## src/rtc_pkg.sv

```systemverilog
package rtc_pkg;
    // register indices; byte address is four times the index
    localparam logic [4:0] IDX_SEC        = 5'h00;
    localparam logic [4:0] IDX_MIN        = 5'h01;
    localparam logic [4:0] IDX_HOUR       = 5'h02;
    localparam logic [4:0] IDX_WDAY       = 5'h04;
    localparam logic [4:0] IDX_DATE       = 5'h05;
    localparam logic [4:0] IDX_MONTH      = 5'h06;
    localparam logic [4:0] IDX_YEAR       = 5'h07;
    localparam logic [4:0] IDX_PAGE       = 5'h08;
    localparam logic [4:0] IDX_CLEAR      = 5'h0C;
    localparam logic [4:0] IDX_IRQ_STATUS = 5'h10;
    localparam logic [4:0] IDX_IRQ_CLEAR  = 5'h11;
    localparam logic [4:0] IDX_IRQ_ENABLE = 5'h12;

    localparam int PAGE_SEL_BIT    = 0;
    localparam int ALARM_EN_BIT    = 2;
    localparam int CLOCK_EN_BIT    = 3;
    localparam int CORRECT_BIT     = 4;
    localparam int IRQ_GATE_BIT    = 7;
    localparam int ALARM_CLR_BIT   = 4;
    localparam int CLOCK_CLR_BIT   = 5;
    localparam int SIXTEEN_OFF_BIT = 6;
    localparam int ONE_HZ_OFF_BIT  = 7;

    localparam logic [7:0] PAGE_RESET  = 8'h00;
    localparam logic [7:0] CLEAR_RESET = 8'h00;
    localparam logic [2:0] IRQ_RESET   = 3'h0;

    localparam logic [7:0] SEC_MASK   = 8'h7F;
    localparam logic [7:0] MIN_MASK   = 8'h7F;
    localparam logic [7:0] HOUR_MASK  = 8'h3F;
    localparam logic [7:0] WDAY_MASK  = 8'h07;
    localparam logic [7:0] DATE_MASK  = 8'h3F;
    localparam logic [7:0] MONTH_MASK = 8'h1F;
    localparam logic [7:0] PAGE_MASK  = 8'h9D;
    localparam logic [7:0] CLEAR_MASK = 8'hF0;

    localparam int EV_SECOND  = 0;
    localparam int EV_ALARM   = 1;
    localparam int EV_SIXTEEN = 2;

    localparam int CLOCK_PERIOD_NS   = 100;
    localparam int SIXTEENTH_NS      = 62_500_000;
    localparam int SIXTEENTH_CYCLES  = SIXTEENTH_NS / CLOCK_PERIOD_NS;

    typedef struct packed {
        logic [7:0] year;
        logic [7:0] month;
        logic [7:0] date;
        logic [7:0] wday;
        logic [7:0] hour;
        logic [7:0] min;
        logic [7:0] sec;
    } calendar_t;

    typedef struct packed {
        logic       valid;
        logic       write;
        logic       mapped;
        logic [4:0] idx;
    } bus_req_t;
endpackage : rtc_pkg

```

## src/rtc_calendar_register_bank.sv

```systemverilog
`timescale 1ns/10ps
module rtc_calendar_register_bank
    import rtc_pkg::*;
#(
    parameter int unsigned SIXTEENTH_COUNT = SIXTEENTH_CYCLES
) (
    input  wire logic        clock,
    input  wire logic        rst_n,
    input  wire logic        hsel,
    input  wire logic [31:0] haddr,
    input  wire logic [1:0]  htrans,
    input  wire logic        hwrite,
    input  wire logic [2:0]  hsize,
    input  wire logic [31:0] hwdata,
    input  wire logic        hready,
    output logic             hreadyout,
    output logic [31:0]      hrdata,
    output logic             hresp,
    output logic             irq
);
    function automatic logic [7:0] bcd_inc(input logic [7:0] v);
        if (v[3:0] == 4'h9) begin
            bcd_inc = {v[7:4] + 4'h1, 4'h0};
        end else begin
            bcd_inc = v + 8'h01;
        end
    endfunction : bcd_inc

    function automatic logic [7:0] last_day(input logic [7:0] m, input logic leap);
        case (m)
            8'h02:                      last_day = leap ? 8'h29 : 8'h28;
            8'h04, 8'h06, 8'h09, 8'h11: last_day = 8'h30;
            default:                    last_day = 8'h31;
        endcase
    endfunction : last_day

    // carries one minute into hours, days, months and years
    function automatic calendar_t add_minute(input calendar_t c, input logic h24,
                                             input logic leap);
        calendar_t n;
        logic      day;
        n   = c;
        day = 1'b0;
        if (c.min != 8'h59) begin
            n.min = bcd_inc(c.min);
        end else begin
            n.min = 8'h00;
            if (h24) begin
                if (c.hour == 8'h23) begin
                    n.hour = 8'h00;
                    day    = 1'b1;
                end else begin
                    n.hour = bcd_inc(c.hour);
                end
            end else if (c.hour[4:0] == 5'h11) begin
                n.hour = c.hour[5] ? 8'h00 : 8'h20;
                day    = c.hour[5];
            end else begin
                n.hour = bcd_inc(c.hour);
            end
        end
        if (day) begin
            n.wday = (c.wday == 8'h06) ? 8'h00 : c.wday + 8'h01;
            if (c.date == last_day(c.month, leap)) begin
                n.date = 8'h01;
                if (c.month == 8'h12) begin
                    n.month = 8'h01;
                    n.year  = (c.year == 8'h99) ? 8'h00 : bcd_inc(c.year);
                end else begin
                    n.month = bcd_inc(c.month);
                end
            end else begin
                n.date = bcd_inc(c.date);
            end
        end
        add_minute = n;
    endfunction : add_minute

    bus_req_t    dp;
    logic        rd_wait;
    logic        accept;
    logic        wr;
    logic [7:0]  wd;
    logic [7:0]  page;
    logic [7:0]  clear;
    logic [2:0]  status;
    logic [2:0]  enable;
    logic [2:0]  events;
    calendar_t   cal;
    calendar_t   next_cal;
    logic [7:0]  al_min;
    logic [7:0]  al_hour;
    logic [7:0]  al_wday;
    logic [7:0]  al_date;
    logic        hour24;
    logic [1:0]  leap;
    logic [31:0] sub_cnt;
    logic [3:0]  sixteenth;
    logic        tick16;
    logic        sec_step;
    logic        correct_step;
    logic        cal_step;
    logic        alarm_hit;
    logic [7:0]  read_value;

    assign accept    = hsel && htrans[1] && hready;
    assign wr        = dp.valid && dp.write && dp.mapped;
    assign wd        = hwdata[7:0];
    assign hreadyout = !rd_wait;
    assign hresp     = 1'b0;

    // address phase is held through the read wait state
    always_ff @(posedge clock or negedge rst_n) begin
        if (!rst_n) begin
            dp <= '0;
        end else if (hready) begin
            dp.valid  <= accept && (hsize == 3'b010);
            dp.write  <= hwrite;
            dp.mapped <= (haddr[31:7] == 25'h000_0000);
            dp.idx    <= haddr[6:2];
        end
    end

    // one wait state on reads so a write just before is visible
    always_ff @(posedge clock or negedge rst_n) begin
        if (!rst_n) begin
            rd_wait <= 1'b0;
            hrdata  <= 32'h0000_0000;
        end else begin
            rd_wait <= accept && !hwrite && (hsize == 3'b010);
            if (rd_wait) begin
                hrdata <= {24'h00_0000, read_value};
            end
        end
    end

    always_comb begin
        read_value = 8'h00;
        if (dp.mapped) begin
            case (dp.idx)
                IDX_SEC:        read_value = page[PAGE_SEL_BIT] ? 8'h00 : cal.sec;
                IDX_MIN:        read_value = page[PAGE_SEL_BIT] ? al_min : cal.min;
                IDX_HOUR:       read_value = page[PAGE_SEL_BIT] ? al_hour : cal.hour;
                IDX_WDAY:       read_value = page[PAGE_SEL_BIT] ? al_wday : cal.wday;
                IDX_DATE:       read_value = page[PAGE_SEL_BIT] ? al_date : cal.date;
                IDX_MONTH:      read_value = page[PAGE_SEL_BIT] ? {7'h00, hour24} : cal.month;
                IDX_YEAR:       read_value = page[PAGE_SEL_BIT] ? {6'h00, leap} : cal.year;
                IDX_PAGE:       read_value = page;
                IDX_CLEAR:      read_value = clear;
                IDX_IRQ_STATUS: read_value = {5'h00, status};
                IDX_IRQ_ENABLE: read_value = {5'h00, enable};
                default:        read_value = 8'h00;
            endcase
        end
    end

    // correction requests self-clear once acted on; alarm and clock clear bits self-clear the cycle after they are set
    always_ff @(posedge clock or negedge rst_n) begin
        if (!rst_n) begin
            page  <= PAGE_RESET;
            clear <= CLEAR_RESET;
        end else begin
            if (wr && dp.idx == IDX_PAGE) begin
                page <= wd & PAGE_MASK;
            end else if (correct_step) begin
                page[CORRECT_BIT] <= 1'b0;
            end
            if (wr && dp.idx == IDX_CLEAR) begin
                clear <= wd & CLEAR_MASK;
            end else begin
                clear[ALARM_CLR_BIT] <= 1'b0;
                clear[CLOCK_CLR_BIT] <= 1'b0;
            end
        end
    end

    // prescaler: one sixteenth-second enable, sixteen of them per second
    always_ff @(posedge clock or negedge rst_n) begin
        if (!rst_n) begin
            sub_cnt   <= 32'h0000_0000;
            sixteenth <= 4'h0;
        end else if (clear[CLOCK_CLR_BIT] || !page[CLOCK_EN_BIT]) begin
            sub_cnt   <= 32'h0000_0000;
            sixteenth <= clear[CLOCK_CLR_BIT] ? 4'h0 : sixteenth;
        end else if (tick16) begin
            sub_cnt   <= 32'h0000_0000;
            sixteenth <= sixteenth + 4'h1;
        end else begin
            sub_cnt <= sub_cnt + 32'h0000_0001;
        end
    end

    assign tick16       = page[CLOCK_EN_BIT] && !clear[CLOCK_CLR_BIT]
                          && (sub_cnt == SIXTEENTH_COUNT - 1);
    assign sec_step     = tick16 && (sixteenth == 4'hF);
    assign correct_step = page[CORRECT_BIT] && !sec_step;
    assign cal_step     = sec_step || correct_step;

    always_comb begin
        next_cal = cal;
        if (sec_step) begin
            if (cal.sec == 8'h59) begin
                next_cal     = add_minute(cal, hour24, leap == 2'd0);
                next_cal.sec = 8'h00;
            end else begin
                next_cal.sec = bcd_inc(cal.sec);
            end
        end else if (correct_step) begin
            // thirty or more rounds up to the next minute
            if (cal.sec >= 8'h30) begin
                next_cal = add_minute(cal, hour24, leap == 2'd0);
            end
            next_cal.sec = 8'h00;
        end
    end

    assign alarm_hit = page[ALARM_EN_BIT] && cal_step && (next_cal.sec == 8'h00)
                       && (next_cal.min != cal.min) && (next_cal.min == al_min)
                       && (next_cal.hour == al_hour) && (next_cal.wday == al_wday)
                       && (next_cal.date == al_date);

    // no reset: counted values survive a system reset
    always_ff @(posedge clock) begin
        if (wr && !page[PAGE_SEL_BIT]) begin
            cal <= next_cal;
            case (dp.idx)
                IDX_SEC:   cal.sec   <= wd & SEC_MASK;
                IDX_MIN:   cal.min   <= wd & MIN_MASK;
                IDX_HOUR:  cal.hour  <= wd & HOUR_MASK;
                IDX_WDAY:  cal.wday  <= wd & WDAY_MASK;
                IDX_DATE:  cal.date  <= wd & DATE_MASK;
                IDX_MONTH: cal.month <= wd & MONTH_MASK;
                IDX_YEAR:  cal.year  <= wd;
                default:   cal       <= next_cal;
            endcase
        end else begin
            cal <= next_cal;
        end
    end

    always_ff @(posedge clock) begin
        if (wr && page[PAGE_SEL_BIT]) begin
            case (dp.idx)
                IDX_MIN:   al_min  <= wd & MIN_MASK;
                IDX_HOUR:  al_hour <= wd & HOUR_MASK;
                IDX_WDAY:  al_wday <= wd & WDAY_MASK;
                IDX_DATE:  al_date <= wd & DATE_MASK;
                IDX_MONTH: hour24  <= wd[0];
                default:   al_min  <= al_min;
            endcase
        end
        if (wr && page[PAGE_SEL_BIT] && dp.idx == IDX_YEAR) begin
            leap <= wd[1:0];
        end else if (cal_step && next_cal.year != cal.year) begin
            leap <= leap + 2'd1;
        end
    end

    assign events = {tick16 && !clear[SIXTEEN_OFF_BIT], alarm_hit,
                     sec_step && !clear[ONE_HZ_OFF_BIT]};

    // a new event in the clearing cycle stays set
    always_ff @(posedge clock or negedge rst_n) begin
        if (!rst_n) begin
            status <= IRQ_RESET;
            enable <= IRQ_RESET;
        end else begin
            if (wr && dp.idx == IDX_IRQ_CLEAR) begin
                status <= (status & ~wd[2:0]) | events;
            end else if (clear[ALARM_CLR_BIT]) begin
                status <= (status & 3'b101) | events;
            end else begin
                status <= status | events;
            end
            if (wr && dp.idx == IDX_IRQ_ENABLE) begin
                enable <= wd[2:0];
            end
        end
    end

    assign irq = page[IRQ_GATE_BIT] && |(status & enable);
endmodule : rtc_calendar_register_bank

```

## config.mk

```make
export PLATFORM = sky130hd
export DESIGN_NAME = rtc_calendar_register_bank
export DESIGN_NICKNAME = d
export VERILOG_FILES = /design/src/rtc_pkg.sv /design/src/rtc_calendar_register_bank.sv
export SDC_FILE = /design/constraint.sdc
export NUM_CORES = 1
export LEC_CHECK = 0
export BUFFER_PORTS_ARGS = -buffer_cell sky130_fd_sc_hd__buf_2
export CAP_MARGIN = 0
export CORE_UTILIZATION = 25
export DETAILED_ROUTE_END_ITERATION = 16
export PLACE_DENSITY_LB_ADDON = 0.1
export SYNTH_ARGS = -nofsm -noshare
export SYNTH_HDL_FRONTEND = slang
export SYNTH_SLANG_ARGS = --single-unit
```

## constraint.sdc

```tcl
create_clock -name clock -period 4.8 [get_ports clock]
set_clock_uncertainty 0.15 [all_clocks]
set_input_delay 0.96 -clock clock [delete_from_list [all_inputs] [get_ports clock]]
set_output_delay 0.96 -clock clock [all_outputs]
set_load 0.02 [all_outputs]
```

==> reports/metrics.yaml <==
clock_latency_ps: 450
synthTopCellsByArea: "dfrtp_1 18%, dfxtp_1 12%, edfxtp_1 7.9%, nor2_1 4.4%, nand2_1 4.1%"
synth.distinct_cells: 88
place_congestion: 0.844
crit_path_cell_trace: "ha_1 -> nand3b_1 -> or3_1 -> a211oi_2 -> buf_4 -> o2bb2ai_4 -> nor4bb_1 -> a21o_1 -> xnor2_1 -> nand3_1 -> or4_4 -> o31ai_2"
hp-start: "clear[7]"
powerDensity_mw_per_mm2: 272
fp-row-count: 71
cp_top_family: "simple AND/OR/NAND/NOR gates"
clkTransAtPathRegs_ps: 70
fillers: 4048
synthCells: 1073
crit_path_max_incr_delay_ps: 550
numPlacedInstances: 1622
stdcell_count: 1655
clockPowerShare_pct: 47.1
initial_utilization_pct: 25.3
post-route-util_pct: 29.2
layout_worst_path_cycle_share_pct: 89.6
crit_buf_inv: 1
yosys.area.top_type: "dfrtp_1"
endpoint_kind: "flop"
grt.total_usage_pct: 18.0
dieArea_mm2: 0.0388
fp.dieW_um: 197
dp_hpwl_um: 25200
ys_seq_area_share_pct: 37.6
switching_share_pct: 26.1
fin_hold_ws_ps: 341
setup_tns_ps: 0
coreArea_mm2: 0.0376
dr.pass1.iters: 5
worst_hold_path_type: "reg2reg"
drt_iter0_drc: 735
critPathArrivalTime_ps: 4470
cpMaxStageDelayCell: "or3_1"
seq_area_mm2: 0.00357
total_power_mw: 2.98
power.internal_mw: 2.21
cp_data_required_time_ps: 4960
drive_gt1_share_pct: 15.2
antenna_found_initial: 1
hold_viol: 0
run_status: "completed"
cts_tree: "yes"
r2r_start: "cal[8]"
synth_area_mm2: 0.00951
grt_pass1_wl_um: 51500
cts_root_buf: "clkbuf_16"
vias: 8182
finalWirelength_um: 33600
grt_pass1_vias: 8169
p_sw_uw: 780
relSlewSlack_pct: 39.3
p_seq_share_pct: 44.9
path_max_fanout: 10
syn2layout_area_growth_pct: 15.3
cts.path.max_buffers: 2
ioPinCount: 109
rsz0062_at_grt: "no"
drcViolationCount: 0
setup_viol: 0
io_buffers: 56
die_y_um: 197
cts_resized: 0
ant_nets: 0
htree_levels: 4
synth_edf_count: 25
yosysWarnings: 0
multi_input_area_mm2: 0.00554
path_class: "reg2reg"
avgSynthCellArea_um2: 8.86
numCtsBuffers: 17
ys_ff_latch: 149
synth_top_area_share_pct: 17.9
final_common_cell: "nor2_1"
clkSinkCount: 149
globalRouteOverflowTotal: 0
fin_crit_ps: 4300
clock.fmax_mhz: 232
p_leak_nw: 4.38
post_cts_buffers: 0
wire_per_inst_um: 20.3
start_kind: "flop"
viasPerCell: 4.94
combPwrFrac_pct: 8.0
fin_nets: 1232
async_flop_share_pct: 45.6
tightest_slew_ps: 905
crit_path_start: "cal[8]"
grt_max_degree: 69
postCtsHoldBufs: 0
layout_common_cells: "111 x nor2_1, 105 x nand2_1, 68 x dfrtp_1, 57 x nand3_1, 56 x dfxtp_1"
drv_slew: 0
ys.flop_type: "dfrtp_1"
ir_drop_mv: 0.255
cap_viol_max_count: 0
-- power groups by stage --
stage / Sequential [mW] / Clock [mW] / Combinational [mW]
6_report: 1.34 / 1.40 / 0.240
5_1_grt: 1.34 / 1.50 / 0.265
4_1_cts: 1.34 / 1.44 / 0.241
3_5_place_dp: 1.37 / 0 / 0.240
3_3_place_gp: 1.37 / 0 / 0.241
2_1_floorplan: 1.34 / 0 / 0.167
-- state kept, by name, summed over array words and instances, names as in the netlist, 5 cells and up --
signal and flops:
dp 8, al_hour 6, sub_cnt 32, hrdata 8
al_min 7, al_date 6, cal 56, page 5
-- logic make-up after synthesis --
logic type      after synthesis  synth area share (%)
mux                          50                  5.60
buf+inv                     101                  5.32
flops                       149                  37.6
other cells                   1                0.0394
compound gates              237                  16.9
xor+xnor                     65                  6.07
simple gates                442                  24.8
fa+ha+maj                    28                  3.68
-- layout make-up --
| cell class | count | share of cell area (%) |
|---|---|---|
| repair buffers | 83 | 4.43 |
| well taps | 511 | 5.83 |
| flip-flops and latches | 149 | 32.6 |
| multi-input cells | 847 | 50.6 |
| clock buffers | 19 | 4.04 |
| inverters | 32 | 1.10 |
| clock inverters | 13 | 1.43 |
| diodes | 1 | 0.0228 |
-- through the flow --
step	setup WS, ps	cell area (µm²)
after floorplan	1360	9600
final	498	11000
after global routing	349	11000
after detailed placement	574	10400
after global placement	536	10400
after CTS	547	11000
-- final timing paths --
kind	end	cells after the start	slack [ps]
min in group asynchronous	sub_cnt[5]	1	470
max reg2reg	status[1]	12	500
max	status[1]	12	500
min	status[0]	1	340
max in group asynchronous	dp[2]	1	3420
min reg2reg	status[0]	1	340
-- Yosys cell counts, drive strengths merged, types with 12 or more instances --
| library cell | count |
|---|---|
| xor2 | 40 |
| clkbuf | 32 |
| nand2 | 105 |
| buf | 37 |
| inv | 31 |
| a22oi | 29 |
| a31oi | 13 |
| nor2b | 13 |
| mux2i | 24 |
| nand3 | 60 |
| nor2 | 111 |
| dfrtp | 68 |
| xnor2 | 25 |
| dfxtp | 56 |
| ha | 28 |
| mux2 | 26 |
| edfxtp | 25 |
| o21ai | 65 |
| and3 | 24 |
| a21oi | 50 |
| nor4 | 22 |
| nor3 | 31 |
| nand4 | 16 |
| a22o | 12 |
-- metal layers --
metal | vias to the layer above | track usage, % | routed length (µm)
met3 | 22 | 3.76 | 1420
met5 | - | 0 | 0
li1 | 3983 | - | -
met1 | 4032 | 25.3 | 16400
met2 | 145 | 27.9 | 15300
met4 | 0 | 4.77 | 459
-- worst reg2reg max path: stages (launching register included) --
cell       delay [ps]
dfxtp_1           490
ha_1              260
nand3b_1          180
or3_1             550
a211oi_2          430
buf_4             220
o2bb2ai_4         210
nor4bb_1          350
a21o_1            170
xnor2_1           120
nand3_1           110
or4_4             550
o31ai_2           370
Note: power is estimated with default switching activity, not from simulation.
